`config.mk`:
```
export PLATFORM = sky130hd
export DESIGN_NAME = static_memory_strobe_timing
export DESIGN_NICKNAME = d
export VERILOG_FILES = /design/src/logic/strobe_timing_pkg.sv /design/src/logic/static_memory_strobe_timing.sv
export SDC_FILE = /design/constraint.sdc
export NUM_CORES = 1
export LEC_CHECK = 0
export BUFFER_PORTS_ARGS = -buffer_cell sky130_fd_sc_hd__buf_2
export CAP_MARGIN = 10
export CORE_MARGIN = 2
export CORE_UTILIZATION = 40
export CTS_BUF_LIST = sky130_fd_sc_hd__clkbuf_8 sky130_fd_sc_hd__clkbuf_16
export DETAILED_ROUTE_END_ITERATION = 10
export MAX_ROUTING_LAYER = met4
export SLEW_MARGIN = 30
export SYNTH_ARGS = -nofsm -noshare
export SYNTH_HDL_FRONTEND = slang
export SYNTH_SLANG_ARGS = --single-unit
```
`constraint.sdc`:
```
create_clock -name clk -period 11.1 [get_ports clk]
set_clock_uncertainty 0.15 [all_clocks]
set_input_delay 1.665 -clock clk [delete_from_list [all_inputs] [get_ports clk]]
set_output_delay 1.665 -clock clk [all_outputs]
set_load 0.03 [all_outputs]
```
`src/logic/strobe_timing_pkg.sv`:
```
`default_nettype none
package strobe_timing_pkg;

    // coded timing field widths and expanded counter width
    localparam int SETUP_W = 6;
    localparam int PULSE_W = 7;
    localparam int CYCLE_W = 9;
    localparam int CNT_W = 10;
    localparam int ADDR_W = 26;
    localparam int DATA_W = 32;

    // field positions inside the setup and pulse words
    localparam int TW_WE_LSB = 0;
    localparam int TW_CS_WR_LSB = 8;
    localparam int TW_RD_LSB = 16;
    localparam int TW_CS_RD_LSB = 24;

    // field positions inside the cycle word
    localparam int CYC_WR_LSB = 0;
    localparam int CYC_RD_LSB = 16;

    // field positions inside the mode word
    localparam int MODE_READ_BIT = 0;
    localparam int MODE_WRITE_BIT = 1;
    localparam int MODE_BAT_BIT = 8;
    localparam int MODE_DBW_LSB = 12;

    // reset values of the per chip select words
    localparam logic [31:0] SETUP_RST = 32'h00000000;
    localparam logic [31:0] PULSE_RST = 32'h01010101;
    localparam logic [31:0] CYCLE_RST = 32'h00030003;
    localparam logic [31:0] MODE_RST = 32'h00000000;

    // data bus width and byte access type codes
    localparam logic [1:0] DBW_8 = 2'h0;
    localparam logic [1:0] DBW_16 = 2'h1;
    localparam logic [1:0] DBW_32 = 2'h2;
    localparam logic BAT_SELECT = 1'b0;
    localparam logic BAT_WRITE = 1'b1;

    typedef enum logic {ST_IDLE = 1'b0, ST_ACCESS = 1'b1} state_t;

    // coded fields to effective cycle counts [RULE25]
    function automatic logic [CNT_W-1:0] expand_setup(input logic [SETUP_W-1:0] c);
        return {2'h0, c[5], 2'h0, c[4:0]};
    endfunction : expand_setup

    function automatic logic [CNT_W-1:0] expand_pulse(input logic [PULSE_W-1:0] c);
        return {1'h0, c[6], 2'h0, c[5:0]};
    endfunction : expand_pulse

    function automatic logic [CNT_W-1:0] expand_cycle(input logic [CYCLE_W-1:0] c);
        return {c[8:7], 1'h0, c[6:0]};
    endfunction : expand_cycle

endpackage : strobe_timing_pkg
`default_nettype wire

```
`src/logic/static_memory_strobe_timing.sv`:
```
// Summary of operation
// RULE1 - 32-bit bus: address bits one, zero unused
// RULE2 - 16-bit bus: A1 on lane two pin
// RULE3 - byte access type picks selects or writes
// RULE4 - drive address at read start per width
// RULE5 - lane selects timed exactly like address
// RULE6 - lane write strobes share write timing
// RULE7 - address setup before read strobe falls
// RULE8 - read strobe low for pulse count
// RULE9 - chip select read waveform independent
// RULE10 - timings per chip select, whole cycles
// RULE11 - read holds derived from cycle count
// RULE12 - zero setup/hold keeps read strobes asserted
// RULE13 - software programs pulses at least one
// RULE14 - read selector alone picks sample point
// RULE15 - selector one samples at read rise
// RULE16 - selector zero samples at select rise
// RULE17 - address and data before write falls
// RULE18 - address, data held for write hold
// RULE19 - chip select write waveform own counts
// RULE20 - software programs cycle, not hold
// RULE21 - zero setup keeps write strobes asserted
// RULE22 - software gives setup or hold for latching
// RULE23 - write selector one: drive after strobe setup
// RULE24 - write selector zero: drive after select setup
// RULE25 - coded fields expand to cycle counts
// RULE26 - reset timings zero, one, three cycles
// RULE27 - idle: strobes high, drivers off
// RULE28 - counter runs from zero to cycle minus one
`timescale 1ns/10ps
`default_nettype none
module static_memory_strobe_timing
    import strobe_timing_pkg::*;
#(
    parameter int NUM_CS = 8,
    parameter int CS_W = 3
) (
    input wire logic clk,
    input wire logic nrst,
    input wire logic cfg_wr,
    input wire logic [CS_W-1:0] cfg_cs,
    input wire logic [31:0] cfg_setup_word,
    input wire logic [31:0] cfg_pulse_word,
    input wire logic [31:0] cfg_cycle_word,
    input wire logic [31:0] cfg_mode_word,
    input wire logic req_valid,
    input wire logic req_write,
    input wire logic [CS_W-1:0] req_cs,
    input wire logic [ADDR_W-1:0] req_addr,
    input wire logic [3:0] req_be,
    input wire logic [DATA_W-1:0] req_wdata,
    output logic req_ready,
    output logic rd_valid,
    output logic [DATA_W-1:0] rd_data,
    output logic [NUM_CS-1:0] chip_select_strobe_n,
    output logic read_strobe_n,
    output logic write_or_lane0_write_pin,
    output logic lane0_or_addr0_pin,
    output logic lane1_shared_pin,
    output logic lane2_or_addr1_pin,
    output logic lane3_shared_pin,
    output logic [ADDR_W-1:2] mem_addr,
    output logic [DATA_W-1:0] data_out,
    output logic data_oe,
    input wire logic [DATA_W-1:0] data_in
);

    // per chip select configuration storage
    logic [31:0] setup_ff [NUM_CS];
    logic [31:0] pulse_ff [NUM_CS];
    logic [31:0] cycle_ff [NUM_CS];
    logic [NUM_CS-1:0] rmode_ff;
    logic [NUM_CS-1:0] wmode_ff;
    logic [NUM_CS-1:0] bat_ff;
    logic [1:0] dbw_ff [NUM_CS];

    // access state and latched timing of the running access
    state_t state_ff, nxt_state;
    logic [CNT_W-1:0] cnt_ff, nxt_cnt;
    logic wr_ff, nxt_wr;
    logic rmode_a_ff, nxt_rmode_a;
    logic bat_a_ff, nxt_bat_a;
    logic [1:0] dbw_a_ff, nxt_dbw_a;
    logic [CS_W-1:0] cs_a_ff, nxt_cs_a;
    logic [ADDR_W-1:0] addr_ff, nxt_addr;
    logic [3:0] be_ff, nxt_be;
    logic [DATA_W-1:0] wdata_ff, nxt_wdata;
    logic [CNT_W-1:0] cyc_m1_ff, nxt_cyc_m1;
    logic [CNT_W-1:0] ss_ff, nxt_ss;
    logic [CNT_W-1:0] se_ff, nxt_se;
    logic [CNT_W-1:0] cs_s_ff, nxt_cs_s;
    logic [CNT_W-1:0] cs_e_ff, nxt_cs_e;
    logic [CNT_W-1:0] oe_s_ff, nxt_oe_s;
    logic [CNT_W-1:0] samp_ff, nxt_samp;
    logic ready_ff;
    logic take, last;

    // parameters of the chip select being requested
    logic [31:0] sel_setup, sel_pulse, sel_cycle;
    logic [CNT_W-1:0] new_ss, new_sp, new_cs_s, new_cs_p, new_cyc;
    logic [CNT_W-1:0] new_we_s, new_cswr_s;

    // configuration writes, one word set per chip select [RULE10] [RULE26]
    for (genvar g = 0; g < NUM_CS; g++) begin : g_cfg
        always_ff @(posedge clk or negedge nrst) begin
            if (!nrst) begin
                setup_ff[g] <= SETUP_RST;
                pulse_ff[g] <= PULSE_RST;
                cycle_ff[g] <= CYCLE_RST;
                rmode_ff[g] <= MODE_RST[MODE_READ_BIT];
                wmode_ff[g] <= MODE_RST[MODE_WRITE_BIT];
                bat_ff[g] <= MODE_RST[MODE_BAT_BIT];
                dbw_ff[g] <= MODE_RST[MODE_DBW_LSB +: 2];
            end else if (cfg_wr && cfg_cs == CS_W'(g)) begin
                setup_ff[g] <= cfg_setup_word;
                pulse_ff[g] <= cfg_pulse_word;
                cycle_ff[g] <= cfg_cycle_word;
                rmode_ff[g] <= cfg_mode_word[MODE_READ_BIT];
                wmode_ff[g] <= cfg_mode_word[MODE_WRITE_BIT];
                bat_ff[g] <= cfg_mode_word[MODE_BAT_BIT];
                dbw_ff[g] <= cfg_mode_word[MODE_DBW_LSB +: 2];
            end
        end
    end

    // expand the requested chip select's fields, read or write set [RULE9] [RULE19] [RULE25]
    always_comb begin
        sel_setup = setup_ff[req_cs];
        sel_pulse = pulse_ff[req_cs];
        sel_cycle = cycle_ff[req_cs];
        new_we_s = expand_setup(sel_setup[TW_WE_LSB +: SETUP_W]);
        new_cswr_s = expand_setup(sel_setup[TW_CS_WR_LSB +: SETUP_W]);
        if (req_write) begin
            new_ss = new_we_s;
            new_sp = expand_pulse(sel_pulse[TW_WE_LSB +: PULSE_W]);
            new_cs_s = new_cswr_s;
            new_cs_p = expand_pulse(sel_pulse[TW_CS_WR_LSB +: PULSE_W]);
            new_cyc = expand_cycle(sel_cycle[CYC_WR_LSB +: CYCLE_W]);
        end else begin
            new_ss = expand_setup(sel_setup[TW_RD_LSB +: SETUP_W]);
            new_sp = expand_pulse(sel_pulse[TW_RD_LSB +: PULSE_W]);
            new_cs_s = expand_setup(sel_setup[TW_CS_RD_LSB +: SETUP_W]);
            new_cs_p = expand_pulse(sel_pulse[TW_CS_RD_LSB +: PULSE_W]);
            new_cyc = expand_cycle(sel_cycle[CYC_RD_LSB +: CYCLE_W]);
        end
    end

    // a new access is taken when idle, or in the last cycle on the same chip select
    assign last = (cnt_ff == cyc_m1_ff);
    assign take = req_valid && ready_ff && (state_ff == ST_IDLE || req_cs == cs_a_ff);

    // sequencing and latching of the next access [RULE28]
    always_comb begin
        nxt_state = state_ff;
        nxt_cnt = cnt_ff;
        nxt_wr = wr_ff;
        nxt_rmode_a = rmode_a_ff;
        nxt_bat_a = bat_a_ff;
        nxt_dbw_a = dbw_a_ff;
        nxt_cs_a = cs_a_ff;
        nxt_addr = addr_ff;
        nxt_be = be_ff;
        nxt_wdata = wdata_ff;
        nxt_cyc_m1 = cyc_m1_ff;
        nxt_ss = ss_ff;
        nxt_se = se_ff;
        nxt_cs_s = cs_s_ff;
        nxt_cs_e = cs_e_ff;
        nxt_oe_s = oe_s_ff;
        nxt_samp = samp_ff;
        case (state_ff)
            ST_IDLE: begin
                nxt_cnt = '0;
            end
            ST_ACCESS: begin
                if (last) begin
                    nxt_state = ST_IDLE;
                    nxt_cnt = '0;
                end else begin
                    nxt_cnt = cnt_ff + CNT_W'(1);
                end
            end
            default: begin
                nxt_state = ST_IDLE;
                nxt_cnt = '0;
            end
        endcase
        if (take) begin
            nxt_state = ST_ACCESS;
            nxt_cnt = '0;
            nxt_wr = req_write;
            nxt_rmode_a = rmode_ff[req_cs];
            nxt_bat_a = bat_ff[req_cs];
            nxt_dbw_a = dbw_ff[req_cs];
            nxt_cs_a = req_cs;
            nxt_addr = req_addr;
            nxt_be = req_be;
            nxt_wdata = req_wdata;
            // hold is what is left of the cycle after setup and pulse [RULE11] [RULE18]
            nxt_cyc_m1 = (new_cyc == '0) ? '0 : new_cyc - CNT_W'(1);
            nxt_ss = new_ss;
            nxt_se = new_ss + new_sp;
            nxt_cs_s = new_cs_s;
            nxt_cs_e = new_cs_s + new_cs_p;
            // driver start set by the write selector [RULE23] [RULE24]
            nxt_oe_s = wmode_ff[req_cs] ? new_we_s : new_cswr_s;
            // sample point chosen by the read selector only [RULE14] [RULE13]
            nxt_samp = rmode_ff[req_cs] ? new_ss + new_sp - CNT_W'(1)
                                        : new_cs_s + new_cs_p - CNT_W'(1);
        end
    end

    // access state registers
    always_ff @(posedge clk or negedge nrst) begin
        if (!nrst) begin
            state_ff <= ST_IDLE;
            cnt_ff <= '0;
            wr_ff <= 1'b0;
            rmode_a_ff <= 1'b0;
            bat_a_ff <= BAT_SELECT;
            dbw_a_ff <= DBW_8;
            cs_a_ff <= '0;
            addr_ff <= '0;
            be_ff <= '0;
            wdata_ff <= '0;
            cyc_m1_ff <= '0;
            ss_ff <= '0;
            se_ff <= '0;
            cs_s_ff <= '0;
            cs_e_ff <= '0;
            oe_s_ff <= '0;
            samp_ff <= '0;
        end else begin
            state_ff <= nxt_state;
            cnt_ff <= nxt_cnt;
            wr_ff <= nxt_wr;
            rmode_a_ff <= nxt_rmode_a;
            bat_a_ff <= nxt_bat_a;
            dbw_a_ff <= nxt_dbw_a;
            cs_a_ff <= nxt_cs_a;
            addr_ff <= nxt_addr;
            be_ff <= nxt_be;
            wdata_ff <= nxt_wdata;
            cyc_m1_ff <= nxt_cyc_m1;
            ss_ff <= nxt_ss;
            se_ff <= nxt_se;
            cs_s_ff <= nxt_cs_s;
            cs_e_ff <= nxt_cs_e;
            oe_s_ff <= nxt_oe_s;
            samp_ff <= nxt_samp;
        end
    end

    // ready for the next edge: idle, or about to be in the last cycle
    always_ff @(posedge clk or negedge nrst) begin
        if (!nrst) begin
            ready_ff <= 1'b1;
        end else begin
            ready_ff <= (nxt_state == ST_IDLE) || (nxt_cnt == nxt_cyc_m1);
        end
    end
    assign req_ready = ready_ff;

    // strobe windows of the next cycle; zero setup/hold leaves no gap [RULE12] [RULE21]
    logic act_n, strb_on, cs_on, nxt_rd_n, nxt_oe;
    always_comb begin
        act_n = (nxt_state == ST_ACCESS);
        strb_on = act_n && nxt_cnt >= nxt_ss && nxt_cnt < nxt_se; // [RULE7] [RULE8] [RULE17]
        cs_on = act_n && nxt_cnt >= nxt_cs_s && nxt_cnt < nxt_cs_e; // [RULE9] [RULE19]
        nxt_rd_n = !(strb_on && !nxt_wr);
        nxt_oe = act_n && nxt_wr && nxt_cnt >= nxt_oe_s; // [RULE23] [RULE24]
    end

    // shared pin mapping by bus width and byte access type
    logic nxt_we_pin, nxt_l0, nxt_l1, nxt_l2, nxt_l3;
    logic [3:0] lane_sel, lane_wr;
    always_comb begin
        lane_sel = act_n ? ~nxt_be : 4'hf; // [RULE5]
        lane_wr = ~({4{strb_on && nxt_wr}} & nxt_be); // [RULE6]
        nxt_we_pin = !(strb_on && nxt_wr);
        nxt_l0 = 1'b1;
        nxt_l1 = 1'b1;
        nxt_l2 = 1'b1;
        nxt_l3 = 1'b1;
        case (nxt_dbw_a)
            DBW_8: begin
                // full byte address on the shared pins [RULE4]
                nxt_l0 = nxt_addr[0];
                nxt_l2 = nxt_addr[1];
            end
            DBW_16: begin
                nxt_l2 = nxt_addr[1]; // [RULE2]
                if (nxt_bat_a == BAT_WRITE) begin
                    nxt_we_pin = lane_wr[0]; // [RULE3]
                    nxt_l1 = lane_wr[1];
                end else begin
                    nxt_l0 = lane_sel[0]; // [RULE3]
                    nxt_l1 = lane_sel[1];
                end
            end
            default: begin
                // low two address bits not driven [RULE1]
                if (nxt_bat_a == BAT_WRITE) begin
                    nxt_we_pin = lane_wr[0]; // [RULE3]
                    nxt_l1 = lane_wr[1];
                    nxt_l2 = lane_wr[2];
                    nxt_l3 = lane_wr[3];
                end else begin
                    nxt_l0 = lane_sel[0]; // [RULE3]
                    nxt_l1 = lane_sel[1];
                    nxt_l2 = lane_sel[2];
                    nxt_l3 = lane_sel[3];
                end
            end
        endcase
    end

    // registered memory-side outputs, strobes high and data drivers off when idle [RULE27]
    always_ff @(posedge clk or negedge nrst) begin
        if (!nrst) begin
            chip_select_strobe_n <= '1;
            read_strobe_n <= 1'b1;
            write_or_lane0_write_pin <= 1'b1;
            lane0_or_addr0_pin <= 1'b1;
            lane1_shared_pin <= 1'b1;
            lane2_or_addr1_pin <= 1'b1;
            lane3_shared_pin <= 1'b1;
            mem_addr <= '0;
            data_out <= '0;
            data_oe <= 1'b0;
        end else begin
            for (int i = 0; i < NUM_CS; i++) begin
                chip_select_strobe_n[i] <= !(cs_on && nxt_cs_a == CS_W'(i));
            end
            read_strobe_n <= nxt_rd_n;
            write_or_lane0_write_pin <= nxt_we_pin;
            lane0_or_addr0_pin <= nxt_l0;
            lane1_shared_pin <= nxt_l1;
            lane2_or_addr1_pin <= nxt_l2;
            lane3_shared_pin <= nxt_l3;
            mem_addr <= nxt_addr[ADDR_W-1:2]; // [RULE4]
            data_out <= nxt_wdata;
            data_oe <= nxt_oe;
        end
    end

    // read data capture on the edge that raises the controlling strobe [RULE15] [RULE16]
    always_ff @(posedge clk or negedge nrst) begin
        if (!nrst) begin
            rd_valid <= 1'b0;
            rd_data <= '0;
        end else begin
            rd_valid <= 1'b0;
            if (state_ff == ST_ACCESS && !wr_ff && cnt_ff == samp_ff) begin
                rd_valid <= 1'b1;
                rd_data <= data_in;
            end
        end
    end

    // checks
    a_idle_inactive: assert property (@(posedge clk) disable iff (!nrst)
        state_ff == ST_IDLE |-> (&chip_select_strobe_n) && read_strobe_n && !data_oe
            && write_or_lane0_write_pin && lane3_shared_pin && lane1_shared_pin) // [RULE27]
        else $error("strobe or driver active while idle");

    a_read_fall_setup: assert property (@(posedge clk) disable iff (!nrst)
        $fell(read_strobe_n) |-> state_ff == ST_ACCESS && cnt_ff == ss_ff && !wr_ff) // [RULE7]
        else $error("read strobe fell away from its setup count");

    a_read_rise_pulse: assert property (@(posedge clk) disable iff (!nrst)
        $rose(read_strobe_n) && state_ff == ST_ACCESS && cnt_ff != '0
            |-> cnt_ff == se_ff) // [RULE8]
        else $error("read strobe low time differs from pulse count");

    a_sample_read: assert property (@(posedge clk) disable iff (!nrst)
        $rose(read_strobe_n) && $past(rmode_a_ff) && $past(state_ff == ST_ACCESS)
            |-> rd_valid) // [RULE15]
        else $error("read data not sampled at read strobe rise");

    a_sample_select: assert property (@(posedge clk) disable iff (!nrst)
        $rose(&chip_select_strobe_n) && $past(!rmode_a_ff && !wr_ff)
            && $past(state_ff == ST_ACCESS) |-> rd_valid) // [RULE16]
        else $error("read data not sampled at chip select rise");

    a_sample_point: assert property (@(posedge clk) disable iff (!nrst)
        rd_valid |-> $past(cnt_ff) == $past(samp_ff) && !$past(wr_ff)) // [RULE14]
        else $error("read data sampled at wrong count");

    a_write_fall_setup: assert property (@(posedge clk) disable iff (!nrst)
        $fell(write_or_lane0_write_pin) && dbw_a_ff != DBW_8 |-> cnt_ff == ss_ff && wr_ff
            ##1 !data_oe || data_out == $past(data_out)) // [RULE17]
        else $error("write strobe fell away from its setup count");

    a_oe_window: assert property (@(posedge clk) disable iff (!nrst)
        data_oe |-> wr_ff && state_ff == ST_ACCESS && cnt_ff >= oe_s_ff) // [RULE23]
        else $error("data drivers on outside the write window");

    a_addr_stable: assert property (@(posedge clk) disable iff (!nrst)
        state_ff == ST_ACCESS && cnt_ff != '0 |-> $stable(mem_addr) && $stable(data_out)) // [RULE18]
        else $error("address or data changed inside an access");

    a_cycle_bound: assert property (@(posedge clk) disable iff (!nrst)
        state_ff == ST_ACCESS |-> cnt_ff <= cyc_m1_ff) // [RULE28]
        else $error("cycle counter passed the cycle count");

endmodule : static_memory_strobe_timing
`default_nettype wire

```
==> out/results.txt, run 1 <==
The fraction of the cycle the final worst path needs is 62.9%. The kind of launch point of the worst setup path was an input pin. The total of buffers placed on input and output ports is 284, and the worst hold-check slack is 0.310 ns. After detailed routing, the total wire length is 88900 um. Setup repair after global routing left no endpoint under its margin.

In this run the cell area of the synthesized design comes to 0.0368 mm2. Leading cell type in the layout, fill and taps excluded: sky130_fd_sc_hd__dfrtp_1. The flop and latch count out of synthesis is 799, and the data required time at the worst endpoint is 11.51 ns. The growth of design area from synthesis to finish was 15.1%; the overall via count from detail_route was 21800. The number of sinks handled by clock tree synthesis came out at 799.

Clock tree root driver cell: sky130_fd_sc_hd__clkbuf_16. Counting every net in the synthesized netlist gives 2870. For this run, design rule violations remaining after detail routing come to 0. The HPWL after detailed placement is 56300 um. The worst min-delay path category was reg2reg. After synthesis, the share of flip-flops with an asynchronous set or reset is 100%. In this run the critical register-to-register path is launched from setup_ff[0]. The hold buffer count at cts is 0.

At the pin with the least slew margin, the transition time is 0.973 ns. The terminating pin of the worst hold path was be_ff[2]. Reg-to-reg critical path endpoint: lane1_shared_pin. The Yosys warning count is 0, and the number of buffers created by CTS is 87. After filler insertion, the fill cell instance count of the layout stands at 8013.

Counting I/O delays and the setup requirement, the final critical path takes 6.98 ns. The run gives 0 as the sum of overflow across all layers after global routing. The startpoint identified for the worst hold timing path is be_ff[2]. The library cells used most frequently in the layout, excluding fill and tap cells, are sky130_fd_sc_hd__dfrtp_1, sky130_fd_sc_hd__mux2_2, sky130_fd_sc_hd__buf_2.

The first routing iteration left 1127 violations. Gates resized during post-CTS repair numbered 0. Measured in cells, the most critical reg-to-reg path has a length of 19.

The power density over cell area is 234 mW/mm2. The final count of pins violating max slew was 0; the core box area was 0.0914 mm2. Of all nets on the critical path, the largest fanout is 51. Critical path arrival: 7.38 ns. Summed over all instances, the cell type with the most area after synthesis is sky130_fd_sc_hd__dfrtp_1. The number of maximum-capacitance violations came out at 0.

The hold violation total from the final report was 0. TritonCTS built the clock tree. The count of TritonRoute iterations in the first routing pass is 5. Sequential elements use 54.6% of the synthesized area. The proportion of layout cells with a drive suffix above 1 works out to 48.0%.

The tools report the final antenna-violating net count as 0. The number of buffers on the longest clock path was 3; the detail-routed net length per standard cell was 21.7 um. The effective utilization at floorplan is 40.3%, and the static leakage is 0.0190 uW.

The tools report the worst slew margin relative to its limit as 35.1%. Registers take 0.0201 mm2. The flip-flop cell with the highest count after synthesis was sky130_fd_sc_hd__dfrtp_1. After clock tree synthesis, the clock-pin slew on the worst setup and hold paths is 0.06 ns. The number of synthesized flops with an enable pin came out at 0. The type of the setup path with the least slack was in2reg. The tools report the number of distinct library cells after synthesis as 70.

For the initial antenna violation count, the log shows 22. For the pin count of the biggest net entering global routing, the log shows 176. Setup violations remaining at the end of the flow were counted as 0. In the final layout, the multi-input gates occupy 0.0157 mm2. The run finished with clean final reports. The tools report the top-level I/O count as 338. The run gives 23900 as the via count of the first global-routing pass.

The final total negative setup slack came out at 0 ns. The worst-case IR drop observed on VDD is 0.124 mV. Dividing the synthesized area by the synthesized cell count gives 14.3 um2. The die span in x is 307 um.

The number of nets in the layout was 3116; the cell count after synthesis was 2573. The top cell type by area accounts for 49.0% of the synthesized area. Along the worst hold path, the cell count comes to 2. Worst-skew pair later-pin latency: 0.65 ns.

Number of vias per cell: 5.33. The number of H-tree levels came out at 3. Sorting the synthesized cells by area gives the leading types as sky130_fd_sc_hd__dfrtp_1, sky130_fd_sc_hd__mux2_2, sky130_fd_sc_hd__mux4_2.

Static timing analysis puts the maximum clock frequency at 143 MHz. Setup slack on the worst reg-to-reg path comes out at 5.82 ns. The logs give 0.0944 mm2 for the die area and 139000 um for the first-pass GRT wire length. The floorplan has 111 rows. The buffers inserted during post-CTS setup optimization was 0; the routability-driven placement congestion ratio was 0.804.

The worst setup path is captured at a flop. The height of the chip came out at 307 um. The aggregate global-route resource usage was 19.6%.
-- report_power, final --
group	internal (uW)	switching [uW]	total (uW)
clock	1730	1200	2920
sequential	3740	397	4140
combinational	1300	1550	2850
total	6770	3140	9910
-- registers in the layout (all words and copies together), names as in the netlist, 10 cells and up --
name       cells
rd_data       32
setup_ff     192
cnt_ff        10
ss_ff         10
samp_ff       10
cs_e_ff       10
mem_addr      23
data_out      32
pulse_ff     224
cyc_m1_ff     10
dbw_ff        16
oe_s_ff       10
se_ff         10
cs_s_ff       10
cycle_ff     144
-- logic make-up after synthesis --
kind of cell / share of synthesized area (%)
AO/OA/AOI/OAI: 2.87
XOR/XNOR: 1.29
adder cells (fa/ha/maj): 2.22
buffers and inverters: 2.89
flip-flops: 54.6
multiplexers: 31.3
AND/OR/NAND/NOR: 4.82
-- how the worst max path moves through the flow --
stage                         start               end  slack (ns)  cells past startpoint
after floorplan           req_cs[0]  lane1_shared_pin        3.81                     24
final                     req_cs[1]  lane1_shared_pin        4.12                     19
after detailed placement  req_cs[0]  lane1_shared_pin        3.44                     21
after global routing      req_cs[0]  lane1_shared_pin        3.75                     21
after global placement    req_cs[0]  lane1_shared_pin        3.47                     21
after CTS                 req_cs[0]  lane1_shared_pin        4.10                     21
-- metal layers --
layer | routed length, um | vias to the layer above | GRT usage [%]
met1 | 38700 | 11500 | 24.6
met4 | 2070 | 0 | 5.88
met3 | 4020 | 134 | 3.66
met5 | 0 | - | -
met2 | 44200 | 421 | 32.2
li1 | - | 9756 | -
-- critical path, cell delays in order --
cell,delay (ns)
sky130_fd_sc_hd__buf_6,0.42
sky130_fd_sc_hd__buf_4,0.72
sky130_fd_sc_hd__mux4_2,0.42
sky130_fd_sc_hd__mux4_2,0.54
sky130_fd_sc_hd__ha_1,0.26
sky130_fd_sc_hd__fa_1,0.47
sky130_fd_sc_hd__a21oi_1,0.18
sky130_fd_sc_hd__nor2_1,0.06
sky130_fd_sc_hd__nor2_1,0.16
sky130_fd_sc_hd__nor2b_1,0.06
sky130_fd_sc_hd__o21ai_0,0.35
sky130_fd_sc_hd__o21a_1,0.20
sky130_fd_sc_hd__ha_1,0.26
sky130_fd_sc_hd__a41oi_1,0.22
sky130_fd_sc_hd__o21ai_0,0.12
sky130_fd_sc_hd__a21o_1,0.22
sky130_fd_sc_hd__a2111oi_2,0.41
sky130_fd_sc_hd__o21ai_1,0.17
sky130_fd_sc_hd__or3b_1,0.41
-- synth_stat cells, drive strengths merged, types with 4 or more instances --
master and count:
o21ai 19, a21oi 53, and3 4, o21a 11, o21bai 4, nor2b 9
inv 65, nand4 13, buf 72, nor3b 4, a21o 23, dfrtp 720
nor3 13, mux4 164, and2 7, dfstp 79, o31ai 6, a22oi 9
mux2i 46, nand2b 10, clkbuf 95, nor2 58, xor2 16, a22o 5
ha 62, xnor2 38, mux2 654, nand2 256, nand3 14
-- per-stage QoR --
step / area, um2 / setup WS (ns) / cells / util, % / total power [uW]
after CTS: 42200 / 4.10 / 4073 / 46.2 / 10000
after global placement: 39300 / 3.47 / 3913 / 43.0 / 6900
after detailed placement: 39300 / 3.44 / 3913 / 43.0 / 7060
after floorplan: 36800 / 3.81 / 2573 / - / 6210
after global routing: 42400 / 3.75 / 4092 / 46.3 / 10500
final: 42400 / 4.12 / 4092 / 46.3 / 9910
-- cell type report --
cell class	count	area share [%]
flip-flops and latches	799	47.4
diodes	16	0.0945
clock buffers	107	5.87
well taps	1186	3.50
multi-input cells	1541	37.0
repair buffers	324	4.41
inverters	66	0.597
clock inverters	53	1.05
Power figures use the tool's default switching activity.
==> run 2: changes to the inputs <==
==> constraint.sdc (replaced) <==
create_clock -name clk -period 5.82 [get_ports clk]
set_clock_uncertainty 0.15 [all_clocks]
set_input_delay 0.873 -clock clk [delete_from_list [all_inputs] [get_ports clk]]
set_output_delay 0.873 -clock clk [all_outputs]
set_load 0.03 [all_outputs]
==> out/results.txt, run 2 (synthesis gave the netlist of run 1 again) <==
Number of H-tree levels: 3 (unchanged). Power density over cell area: 450 mW/mm2 (+92%). Following the worst setup path forward leads to its endpoint at lane1_shared_pin. The final cell area excluding filler cells was 0.0429 mm2 (+1.3%). The count of final setup violators was 0 (unchanged).

Number of vias per cell: 5.30 (-0.52%). The top-level I/O count is 338 (unchanged). The initial antenna violation count was 22 (unchanged). By instance count, the cell type seen most on the critical path is sky130_fd_sc_hd__o21ai_1. The delay of the slowest critical-path stage is 0.52 ns (-0.20 ns), and the hold violation total from the final report is 0 (unchanged). The tools report the final total negative setup slack as 0 ns (unchanged). Setup repair after global routing left no endpoint under its margin. For the via count of the first global-routing pass, the log shows 24200 (+1.2%).

Endpoint class of the critical path: a flop. The setup slack of the most critical reg-to-reg path was 0.90 ns (-4.92 ns). The critical path arrival came out at 5.44 ns (-1.94 ns). The library cells used most frequently in the layout, excluding fill and tap cells, are sky130_fd_sc_hd__dfrtp_1, sky130_fd_sc_hd__mux2_2, sky130_fd_sc_hd__buf_2. The tools report the clock tree root driver cell as sky130_fd_sc_hd__clkbuf_16.

The total of buffers placed on input and output ports is 284 (unchanged). Slowest stage cell on the critical path: sky130_fd_sc_hd__mux4_2. Total of cells resized after clock tree synthesis: 0 (unchanged). Walking the worst path, the cells encountered are buf_8 > mux4_2 > mux2_2 > nand2_1 > o21ai_0 > ha_4 > fa_2 > a21oi_1 > nor2_1 > nor2_1 > nor2b_1 > o21ai_1 > o21a_1 > ha_1 > a41oi_1 > o21ai_1 > a21o_1 > a2111oi_2 > o21ai_1 > or3b_1.

The aggregate global-route resource usage was 19.8% (+0.29 points); the post-detailed-routing wire length was 89500 um (+0.65%). The data required time at the worst endpoint was 6.24 ns (-5.27 ns); the fraction of the cycle the final worst path needs was 86.3%. Number of fillers in the final layout: 7946 (-0.84%). The worst-skew pair later-pin latency was 0.67 ns (+0.02 ns); the standard cell area after detailed placement was 0.0397 mm2 (+1.1%).

The worst slew margin relative to its limit was 34.0% (-1.1 points). The buffers plus inverters on the worst setup path is 1 (-1). The pin count of the biggest net entering global routing is 173 (-1.7%), and the fmax is 199 MHz. Compared with the post-synthesis result, the final layout area differs by 16.6%. The shortest period the worst path allows was 5.02 ns; the number of buffers created by CTS was 86 (-1.1%). The count of TritonRoute iterations in the first routing pass came out at 5 (unchanged).

The largest registers in the layout are pulse_ff: 224 flops, setup_ff: 192 flops, cycle_ff: 144 flops. The peak supply drop was 0.218 mV (+76%); the number of maximum-capacitance violations was 0 (unchanged). The final antenna-violating net count is 0 (unchanged), and the flip-flop count of the largest register, all copies and words added is 224 (unchanged). The number of cells on the worst reg-to-reg path is 19 (unchanged).

The effective utilization at floorplan was 40.3% (unchanged); the detail-routed net length per standard cell was 21.7 um (-0.37%). The clock transition at the registers of the reported paths is 0.06 ns (about the same). The flow ran to the end, and the final reports show no timing, DRC or antenna violations. The detailed placement HPWL was 57400 um (+2.1%); the number of DRC markers after the initial detailed-route iteration was 1113 (-1.2%). The height of the chip was 307 um (unchanged); the depth of the worst hold-timing path was 3 (+1). The tools report the die area as 0.0944 mm2 (unchanged). The worst min-delay path category was in2reg.

In this run the critical register-to-register path is launched from setup_ff[0]. The number of sinks handled by clock tree synthesis came out at 799 (unchanged). Leaving out fill and tap cells, the most frequent cell in the layout is sky130_fd_sc_hd__dfrtp_1.

Highest net fanout along the worst path: 11 (-78%). The reg-to-reg critical path endpoint is lane1_shared_pin. The remaining design rule violation count is 0 (unchanged), and the number of nets in the layout is 3155 (+1.3%).

The run gives 0 (unchanged) as the sum of overflow across all layers after global routing. pulse_ff holds more flip-flops than any other register. The worst setup path is of the in2reg kind. The measured slew at the worst slew-check pin was 0.990 ns (+0.0166 ns); the logic depth of the worst path, buffers included was 20 (+1). The die span in x was 307 um (unchanged). The tools report the routability-driven placement congestion ratio as 0.833 (+3.6%). The row count came out at 111 (unchanged).

Final count of pins violating max slew: 0 (unchanged). Number of buffers on the longest clock path: 3 (unchanged). The source of the critical timing path was req_cs[0].

Overall via count from detail_route: 21900 (+0.50%). The run gives 46.9% (+0.60 points) as the share of the core filled with cells. The proportion of layout cells with a drive suffix above 1 was 48.6% (+0.64 points). Static leakage: 0.0193 uW (+1.6%). The critical path's top delay family was compound AO/OA/AOI/OAI gates. The core box area was 0.0914 mm2 (unchanged); the first-pass GRT wire length was 141000 um (+1.3%).

TritonCTS built the clock tree. STA classifies the critical path startpoint as an input pin.
run 2: cell types whose count changed in the layout (fill, tap and decap cells not counted), moves of 2 or more:
cell and change:
sky130_fd_sc_hd__inv_16 +3, sky130_fd_sc_hd__inv_1 +3, sky130_fd_sc_hd__o21ai_1 +2, sky130_fd_sc_hd__buf_4 +32, sky130_fd_sc_hd__clkinv_2 -6, sky130_fd_sc_hd__buf_6 -2, sky130_fd_sc_hd__clkinvlp_4 -2, sky130_fd_sc_hd__bufinv_16 +6
sky130_fd_sc_hd__clkinv_8 -2, sky130_fd_sc_hd__buf_12 +10, sky130_fd_sc_hd__clkbuf_16 -2, sky130_fd_sc_hd__o21ai_0 -2
run 2: worst min-delay path by stage:
stage	startpoint	end
2_1_floorplan	be_ff[1]	be_ff[1]
3_3_place_gp	oe_s_ff[5]	oe_s_ff[5]
3_5_place_dp	be_ff[1]	be_ff[1]
4_1_cts	nrst	pulse_ff[124]
5_1_grt	req_addr[21]	mem_addr[21]
6_report	req_addr[2]	mem_addr[2]
run 2: worst min-delay path, cell delays in order:
cell and delay, ns:
sky130_fd_sc_hd__buf_2 0.08, sky130_fd_sc_hd__nand2_1 0.04, sky130_fd_sc_hd__nand2_1 0.05
run 2: metal layers:
metal,GRT usage [%],wire length (um),vias up
met5,-,0,-
met4,5.64,1820,0
met3,3.28,3780,109
met2,32.6,44600,383
met1,25.5,39300,11600
li1,-,-,9835
run 2: area by class of cell:
class,instances,area (um2),share of cell area [%]
flip-flops and latches,799,20100,46.8
multi-input cells,1541,15700,36.6
clock buffers,105,2440,5.68
repair buffers,364,2270,5.29
well taps,1186,1480,3.46
clock inverters,57,632,1.47
inverters,66,253,0.589
diodes,16,40.0,0.0933
run 2: report_power, final:
part	switching [uW]	internal [uW]
clock	2310	3520
combinational	3020	2590
sequential	750	7130
run 2: timing repair:
action                    in CTS  in global routing
buffers inserted               0                  0
hold endpoints to repair       0                 26
hold buffers                   0                  1
run 2: stage by stage:
step / instances / power [uW] / hold WS, ns / setup WS [ns]
after detailed placement: 3953 / 13600 / 0.299 / 0.103
after CTS: 4115 / 19500 / 0.161 / 0.758
after floorplan: 2573 / 11900 / 0.276 / 0.00477
final: 4134 / 19300 / 0.272 / 0.799
after global placement: 3953 / 13300 / 0.294 / 0.0699
after global routing: 4134 / 20400 / 0.250 / 0.331
